$ cat config.mk
export PLATFORM = sky130hd
export DESIGN_NAME = mtc_timer
export DESIGN_NICKNAME = d
export VERILOG_FILES = /design/src/hw/mtc_timer.v /design/src/hw/mtc_prescaler.v
export VERILOG_INCLUDE_DIRS = /design/src /design/src/hw
export SDC_FILE = /design/constraint.sdc
export NUM_CORES = 1
export LEC_CHECK = 0
export ABC_AREA = 1
export BUFFER_PORTS_ARGS = -buffer_cell sky130_fd_sc_hd__buf_2
export CELL_PAD_IN_SITES_DETAIL_PLACEMENT = 2
export CELL_PAD_IN_SITES_GLOBAL_PLACEMENT = 2
export CORE_MARGIN = 10
export CORE_UTILIZATION = 31
export CTS_CLUSTER_DIAMETER = 50
export DETAILED_ROUTE_END_ITERATION = 8
export PLACE_DENSITY = 0.75
export SLEW_MARGIN = 30
export SYNTH_ARGS = -nofsm -noshare
export SYNTH_HDL_FRONTEND = slang
export SYNTH_HIERARCHICAL = 1
export SYNTH_SLANG_ARGS = --single-unit
$ cat constraint.sdc
create_clock -name clk -period 1.8 [get_ports clk]
set_input_delay 0.27 -clock clk [delete_from_list [all_inputs] [get_ports clk]]
set_output_delay 0.27 -clock clk [all_outputs]
set_load 0.02 [all_outputs]
$ cat src/hw/mtc_consts.vh
// constants of the modulo timer control block: offsets, fields, resets
// assumes inclusion by bare name from the design files
`ifndef MTC_CONSTS_VH
`define MTC_CONSTS_VH
`define MTC_ADDR_W 2
`define MTC_OFS_CTRL_STAT 2'h0
`define MTC_OFS_SOURCE_CFG 2'h1
`define MTC_OFS_COUNT 2'h2
`define MTC_OFS_LIMIT 2'h3
`define MTC_BIT_OVF 7
`define MTC_BIT_IRQ_EN 6
`define MTC_BIT_CLEAR 5
`define MTC_BIT_HALT 4
`define MTC_SRC_HI 5
`define MTC_SRC_LO 4
`define MTC_DIV_HI 3
`define MTC_DIV_LO 0
`define MTC_SRC_BUS 2'h0
`define MTC_SRC_FIXED 2'h1
`define MTC_SRC_EXT_FALL 2'h2
`define MTC_SRC_EXT_RISE 2'h3
`define MTC_DIV_MAX 4'h8
`define MTC_RST_SRC 2'h0
`define MTC_RST_DIV 4'h0
`define MTC_RST_HALT 1'b1
`define MTC_RST_LIMIT 8'h00
`endif

$ cat src/hw/mtc_timer.v
// modulo timer control: registers, source select, counter, overflow flag
// assumes a one-cycle register port and pins external to the clk domain
//
// Notes on behaviour
// - counter wrap from the limit to zero sets the overflow flag, bit 7.
// - flag clears by a read while set, then a write of 0 to it.
// - clear bit write of 1 or any limit write also clears the flag.
// - bit 6 enables the interrupt on the flag; reset clears it.
// - writing 1 to bit 5 zeroes the counter and flag; reads as 0.
// - writing 0 to the clear bit has no effect.
// - halt bit 4 holds the count; clearing resumes from the held value.
// - reset sets the halt bit.
// - unused bits of both control registers read zero.
// - source select bits 5:4 pick bus, fixed, pin falling, pin rising.
// - changing the source does not clear the counter.
// - reset selects the bus clock source.
// - divider select bits 3:0 divide by two to the power n.
// - divider encodings above eight divide by 256.
// - changing the divider does not clear the counter.
// - reset selects divide by one.
// - running counter increments per tick, wraps to zero after the limit.
// - limit zero makes the counter wrap at its full range.
// - pin clock is synchronised; it must stay below a quarter bus rate.
`timescale 1ns/1ns
module mtc_timer (
   input wire clk,
   input wire resetn,
   input wire [1:0] addr,
   input wire [7:0] wdata,
   input wire wr,
   input wire rd,
   output reg [7:0] rdata,
   input wire fixed_freq_clock,
   input wire external_timer_clock,
   output reg irq,
   output reg [7:0] timer_count
);
`include "mtc_consts.vh"
   reg overflow_flag;
   reg overflow_irq_enable;
   reg counter_halt;
   reg [1:0] source_select;
   reg [3:0] divider_select;
   reg [7:0] timer_limit;
   reg clear_armed;
   reg ext_s1;
   reg ext_s2;
   reg ext_d;
   reg fix_s1;
   reg fix_s2;
   reg fix_d;
   reg src_tick;
   wire pre_tick;
   wire wrap;
   wire wr_ctrl;
   wire wr_limit;
   wire count_clear;
   reg [7:0] next_rdata;

   assign wr_ctrl = wr && (addr == `MTC_OFS_CTRL_STAT);
   assign wr_limit = wr && (addr == `MTC_OFS_LIMIT);
   assign count_clear = wr_limit || (wr_ctrl && wdata[`MTC_BIT_CLEAR]);

   // two-stage synchronisers for the pin and fixed clocks
   always @(posedge clk or negedge resetn) begin
      if (!resetn) begin
         ext_s1 <= 1'b0;
         ext_s2 <= 1'b0;
         ext_d <= 1'b0;
         fix_s1 <= 1'b0;
         fix_s2 <= 1'b0;
         fix_d <= 1'b0;
      end else begin
         ext_s1 <= external_timer_clock;
         ext_s2 <= ext_s1;
         ext_d <= ext_s2;
         fix_s1 <= fixed_freq_clock;
         fix_s2 <= fix_s1;
         fix_d <= fix_s2;
      end
   end

   // source selection, evaluated live so a change takes effect at once
   always @* begin
      case (source_select)
         `MTC_SRC_BUS: src_tick = 1'b1;
         `MTC_SRC_FIXED: src_tick = fix_s2 && !fix_d;
         `MTC_SRC_EXT_FALL: src_tick = !ext_s2 && ext_d;
         `MTC_SRC_EXT_RISE: src_tick = ext_s2 && !ext_d;
         default: src_tick = 1'b1;
      endcase
   end

   // prescaler gated by halt so it freezes with the counter
   mtc_prescaler u_pre (
      .clk(clk),
      .resetn(resetn),
      .src_tick(src_tick && !counter_halt),
      .divider_select(divider_select),
      .tick(pre_tick)
   );

   // wrap at the limit, or at ff when the limit is zero
   assign wrap = (timer_limit == 8'h00) ? (timer_count == 8'hff) :
                 (timer_count == timer_limit);

   // counter, frozen while halted
   always @(posedge clk or negedge resetn) begin
      if (!resetn) begin
         timer_count <= 8'h00;
      end else if (count_clear) begin
         timer_count <= 8'h00;
      end else if (pre_tick && !counter_halt) begin
         timer_count <= wrap ? 8'h00 : timer_count + 8'h01;
      end
   end

   // control registers
   always @(posedge clk or negedge resetn) begin
      if (!resetn) begin
         overflow_irq_enable <= 1'b0;
         counter_halt <= `MTC_RST_HALT;
         source_select <= `MTC_RST_SRC;
         divider_select <= `MTC_RST_DIV;
         timer_limit <= `MTC_RST_LIMIT;
      end else begin
         if (wr_ctrl) begin
            overflow_irq_enable <= wdata[`MTC_BIT_IRQ_EN];
            counter_halt <= wdata[`MTC_BIT_HALT];
         end
         if (wr && addr == `MTC_OFS_SOURCE_CFG) begin
            source_select <= wdata[`MTC_SRC_HI:`MTC_SRC_LO];
            divider_select <= wdata[`MTC_DIV_HI:`MTC_DIV_LO];
         end
         if (wr_limit) begin
            timer_limit <= wdata;
         end
      end
   end

   // overflow flag with two-step clear; a new wrap wins over the write of 0 and disarms the clear
   always @(posedge clk or negedge resetn) begin
      if (!resetn) begin
         overflow_flag <= 1'b0;
         clear_armed <= 1'b0;
      end else if (pre_tick && !counter_halt && wrap && !count_clear) begin
         overflow_flag <= 1'b1;
         clear_armed <= 1'b0;
      end else if (count_clear) begin
         overflow_flag <= 1'b0;
         clear_armed <= 1'b0;
      end else if (wr_ctrl && !wdata[`MTC_BIT_OVF] && clear_armed) begin
         overflow_flag <= 1'b0;
         clear_armed <= 1'b0;
      end else if (rd && addr == `MTC_OFS_CTRL_STAT && overflow_flag) begin
         clear_armed <= 1'b1;
      end
   end

   // interrupt level
   always @(posedge clk or negedge resetn) begin
      if (!resetn) begin
         irq <= 1'b0;
      end else begin
         irq <= overflow_flag && overflow_irq_enable;
      end
   end

   // read mux
   always @* begin
      case (addr)
         `MTC_OFS_CTRL_STAT: next_rdata = {overflow_flag, overflow_irq_enable, 1'b0,
                                           counter_halt, 4'h0};
         `MTC_OFS_SOURCE_CFG: next_rdata = {2'h0, source_select, divider_select};
         `MTC_OFS_COUNT: next_rdata = timer_count;
         `MTC_OFS_LIMIT: next_rdata = timer_limit;
         default: next_rdata = 8'h00;
      endcase
   end

   // read data stands one cycle after the strobe, zero otherwise
   always @(posedge clk or negedge resetn) begin
      if (!resetn) begin
         rdata <= 8'h00;
      end else begin
         rdata <= rd ? next_rdata : 8'h00;
      end
   end
endmodule

$ cat src/hw/mtc_prescaler.v
// prescaler: 8-bit divider producing one-cycle ticks at source/2^n
// assumes src_tick is a one-cycle enable on clk
`timescale 1ns/1ns
module mtc_prescaler (
   input wire clk,
   input wire resetn,
   input wire src_tick,
   input wire [3:0] divider_select,
   output reg tick
);
`include "mtc_consts.vh"
   reg [7:0] div_count;
   reg [8:0] mask;
   // mask of low bits that must be all ones before a tick passes
   always @* begin
      if (divider_select >= `MTC_DIV_MAX) begin
         mask = 9'h0ff;
      end else begin
         mask = (9'h001 << divider_select) - 9'h001;
      end
   end
   // divider keeps running across selection changes, count not cleared
   always @(posedge clk or negedge resetn) begin
      if (!resetn) begin
         div_count <= 8'h00;
         tick <= 1'b0;
      end else begin
         tick <= 1'b0;
         if (src_tick) begin
            div_count <= div_count + 8'h01;
            tick <= ((div_count & mask[7:0]) == mask[7:0]);
         end
      end
   end
endmodule

# Word level (Yosys, flattened, before mapping)
# Cells that the tools add are included.
# totals
ff_bits,50
in_bits,16
output_inout_bits,17
wordCells,78
# classes
n_addsub,3
order_cmp,1
eq_ne,9
shifts,1
n_mux,16
bitwise_logic,1
n_reduce_logical,29
# op_table
cell,n
2-to-1 mux 8 bit,5
case mux 8 bit (4 select lines),1
adder 8 x 1 -> 8 bit (second input constant),2
== test 8 bit,2
logical AND 1 bit,16
2-to-1 mux 1 bit,9
AND 8 bit,1
== test 2 bit (second input constant),4
== test 8 bit (second input constant),1
logical NOT 8 bit,1
<< shifter 1 x 4 -> 8 bit (first input constant),1
subtractor 8 x 1 -> 8 bit (second input constant),1
logical NOT 1 bit,6
== test 2 x 1 -> 1 bit (second input constant),2
greater-or-equal comparator 4 bit (second input constant),1
logical NOT 2 bit,2
case mux 1 bit (4 select lines),1
nonzero test 4 bit,1
nonzero test 3 bit,1
nonzero test 2 bit,1
logical OR 1 bit,1

# Longest topological paths before layout
# logic_depth
ltp_word,7
ltp_mapped,12
mapped_depth_nobuf,12

# Modules after synthesis
# Netlist, hierarchy kept.
# by_module_without_submodules
module,n_inst,cells_each,area_per_inst_um2,seq_area_each_um2
mtc_timer,1,255,2114.5,1027.2
mtc_prescaler,1,83,599.3,225.2

# Worst setup path before layout
# OpenSTA, ideal clock, no wires.
# synth_path
path_type,register to register
startpoint,register source_select[0]
endpoint,register u_pre.div_count[7]
setup_time_ps,79
t_arrival_ps,1690
required_ps,1721
path_slack_ps,30
stages_incl_launch_ff,8
n_path_buf,0
period_less_slack_ps,1770
cell_sequence,dfrtp_1 > or3_1 > a31oi_1 > inv_2 > nor3_4 > nand3_2 > nor2_2 > xor2_1
# synth_via
elab_chain_len,3
elab_cells_between_ends,6
cone_classes,eq/ne: 3; mux: 1; reduce/logical: 2
# synth_rtl
item,line,rtl
from (decl),mtc_timer.v:42,reg [1:0] source_select;
from (signal assigned),mtc_timer.v:123,source_select <= `MTC_RST_SRC;
from (signal assigned),mtc_timer.v:132,source_select <= wdata[`MTC_SRC_HI:`MTC_SRC_LO];
== test 2 bit (tied with other cells),mtc_timer.v:85,case (source_select)
case mux 1 bit (4 select lines) (*),mtc_timer.v:85,
logical AND 1 bit (*),mtc_timer.v:98,".src_tick(src_tick && !counter_halt),"
to (signal assigned),mtc_prescaler.v:30,div_count <= div_count + 8'h01;
to (decl),mtc_prescaler.v:12,reg [7:0] div_count;
# Mark *: on every way between the ends. The rest lies on a longest branch, timed or not.
# A chain may end at the register's enable or synchronous reset.

# Final worst setup path
# layout_path
startpoint,register ext_s2
endpoint,register u_pre.div_count[7]
# layout_via
elab_chain_len,4
elab_cells_between_ends,5
cone_classes,mux: 1; reduce/logical: 4
# layout_rtl
item,line,rtl
from (decl),mtc_timer.v:47,reg ext_s2;
from (signal assigned),mtc_timer.v:75,ext_s2 <= ext_s1;
logical NOT 1 bit,mtc_timer.v:88,`MTC_SRC_EXT_FALL: src_tick = !ext_s2 && ext_d;
logical AND 1 bit,mtc_timer.v:88,
case mux 1 bit (4 select lines) (*),mtc_timer.v:85,
logical AND 1 bit (*),mtc_timer.v:98,
# Marks and branches as above.

==> results.md <==
* Internal power at 1.88 mW
* Leakage power at 1.73 nW
* Path type of the worst min-delay path: input port to flip-flop
* Clk sinks at 50
* Seq pwr share at 0.476
* Initial antenna violation count at 0
* CTS Buf Count at 5
* First-pass GRT wire length at 13.6 mm
* Met1 Track Usage GR at 0.142
* CP Max Fanout at 3
* N_diodes at 0
* Maximum VDD drop at 0.545 mV
* RSZ-0062 raised after global routing: true
* Final HPWL DP at 6.35 mm
* Peak Freq at 0.571 GHz
* Synth warn at 6
* Starting Density at 0.314
* GR Layer Usage met3 at 0.0262
* Fillers at 1037
* Register clock-pin slew on the reported worst setup and hold paths at 110 ps
* Critical Path Start Type: flip-flop
* Fin crit share at 0.974
* Routability congestion estimate at 0.778
* Final min period at 1750 ps
* TNS Setup at 0 ps
* Relative slew slack at 0.609
* Final setup fails at 0
* Final Hold Viols at 0
* Initial DRC count at 65
* Final Skew at 11.7 ps
* CTS Root Cell: clkbuf_8
* # DRC at 0
* Required @ worst endpoint at 2040 ps
* Port bufs at 32
* Largest net degree at the start of global routing at 25
* Cell Area, Synth at 0.00271 mm²
* Drt total wl at 7.81 mm
* Critical Path Sink Type: flip-flop
* Chip Height at 114 µm
* Max-slew violation count at 0
* Area of the multi-input gates at 0.00125 mm²
* Clock latency on the worst-skew pair at 320 ps
* Synth Area per Inst at 8.03 µm²
* Top-area cell type share of the netlist area at 0.452
* Met2 usage at 0.239
* Sequential area share after synthesis at 0.462
* First-pass DRT Iterations at 4
* Syn Nets at 357
* Async set or reset register ratio after synthesis at 1.00
* Power Density at 923 mW/mm²
* Share of layout cells above drive strength 1 at 0.273
* Core Footprint at 0.00864 mm²
* ANT nets after route at 0
* Arrival time worst endpoint at 1990 ps
* Status: completed
* Switching power at 1.12 mW
* CTS tree: yes
* #FFs+latches synth at 50
* Chip width at 114 µm
* Crit Path Category: flip-flop to flip-flop
* GRT busiest layer: met2
* # H-tree levels at 2
* Nets@finish at 406
* Combinational Power Share at 0.288
* Vias after detailed routing at 2405
* Vias in the first global route at 2713
* Synth-to-Final Area Change at 19.6%
* Actual slew at the worst max-slew pin at 586 ps
* Post-DR vias/cell at 4.85
* EDFF count, synth at 0
* Sw Ratio at 0.374
* Synth cell types at 29
* Clock Path Buffers at 2
* Post-synth top area cell: dfrtp_1
* Storage cell area at 0.00125 mm²
* Routed WL per cell at 15.7 µm
* GRT Resource Usage Total at 0.127
* Die Footprint at 0.0129 mm²
* Total Power at 2.99 mW
* Synth Instances at 338
* Primary FF master, synth: dfrtp_1
* Clock share of power at 0.236
* I/O pins at 33
* Area contributors post-synth: dfrtp_1 (45%), nand2_1 (11%), inv_1 (6.5%), nand3_1 (5.3%), xor2_1 (3.9%)
* Max_cap viols at 0
* FP Rows at 34
* GR Overflow Total at 0
* Worst hold margin at 48.2 ps
==> per-stage QoR <==
| stage | util | setup WS, ps | instances | cell area [µm²] |
|---|---|---|---|---|
| floorplan | - | 30.5 | 338 | 2710 |
| global placement | 0.356 | 66.7 | 483 | 3070 |
| detailed placement | 0.356 | -14.7 | 483 | 3070 |
| CTS | 0.369 | 7.99 | 492 | 3180 |
| global route | 0.376 | -46.5 | 496 | 3250 |
| finish | 0.376 | 47.2 | 496 | 3250 |
==> cell families after synthesis <==
logic type	share of synthesized area
adders and majority gates	0.0138
AOI/OAI and AO/OA	0.0798
and+or+nand+nor	0.312
xor gates and xnor gates	0.0420
buffers and inverters	0.0908
DFF	0.462
==> synth_stat cells (2+ instances only) <==
cell type	count
nor2_2	6
nand2_1	83
xor2_1	12
o21ai_1	8
o21ai_0	18
o22ai_1	3
nor3_1	2
nand3_1	29
ha_1	3
nand2_4	4
a21oi_1	2
clkbuf_1	4
nand2_2	11
inv_1	47
nor2_4	7
inv_2	13
nor2_1	19
nand3_2	2
dfrtp_1	49
nand4_1	3
o221ai_1	5
==> flip-flops by register name, summed over array words and instances (netlist names) <==
name / cells
u_pre/tick: 1
rdata: 8
u_pre/div_count: 8
overflow_irq_enable: 1
ext_s1: 1
fix_s1: 1
ext_d: 1
ext_s2: 1
source_select: 2
timer_count: 8
fix_d: 1
irq: 1
divider_select: 4
clear_armed: 1
timer_limit: 8
fix_s2: 1
counter_halt: 1
overflow_flag: 1
==> layer usage <==
metal / share of wire / vias to the layer above
met5: 0 / -
met4: 0.011 / 0
met3: 0.033 / 7
met2: 0.55 / 24
met1: 0.41 / 1220
li1: - / 1154
==> cells in the final DEF (no fill, tap or decap), drive strengths merged <==
master,synthesis,layout
nand2,98,98
inv,61,62
dfrtp,49,49
buf,0,45
nand3,32,32
nor2,32,32
o21ai,26,26
xor2,12,12
o221ai,5,5
clkbuf,4,5
o22ai,3,3
nand4,3,3
ha,3,3
nor3,3,3
a21oi,2,2
a211oi,1,1
or3,1,1
a31oi,1,1
clkinv,0,1
clkinvlp,0,1
dfstp,1,1
dlygate4sd3,0,1
xnor2,1,1
==> critical path: stages (launching register included) <==
cell and delay, ps:
dfrtp_1 420, or3_4 390, a31oi_4 190, inv_2 80
nor3_4 240, nand3_2 110, nor2_2 110, xor2_1 150
==> timing repair <==
action / in CTS / in global routing
gates cloned: 0 / 0
buffers inserted: 0 / 4
setup endpoints to repair: 1 / 13
pin swaps: 0 / 6
hold buffers: 1 / 0
gates resized for setup: 1 / 8
endpoints found under the hold margin: 20 / 0
==> area by class of cell <==
| cell class | count | area share |
|---|---|---|
| repair buffers | 46 | 0.0864 |
| well taps | 108 | 0.0416 |
| inverters | 61 | 0.0713 |
| clock buffers | 5 | 0.0212 |
| flip-flops and latches | 50 | 0.386 |
| multi-input cells | 223 | 0.386 |
| clock inverters | 3 | 0.00771 |
==> final timing paths <==
check                           cells after the start  slack (ps)              from                             end
max in group asynchronous                           3         780            resetn            u_pre/tick$_DFF_PN0_
worst max-delay path                                7          50  ext_s2$_DFF_PN0_  u_pre/div_count[7]$_DFFE_PN0P_
worst min-delay path                                1          50  fixed_freq_clock                fix_s1$_DFF_PN0_
min in group asynchronous                           2         480            resetn              rdata[4]$_DFF_PN0_
worst min register to register                      0         370  ext_s1$_DFF_PN0_                ext_s2$_DFF_PN0_
worst max register to register                      7          50  ext_s2$_DFF_PN0_  u_pre/div_count[7]$_DFFE_PN0P_
==> power groups by stage <==
stage,registers [mW],logic (mW),clock network (mW)
after floorplan,1.42,0.572,0
after global placement,1.44,0.795,0
after detailed placement,1.45,0.832,0
after CTS,1.43,0.845,0.740
after global routing,1.45,1.00,0.786
final,1.42,0.863,0.707
(Power assumes the default switching activity.)
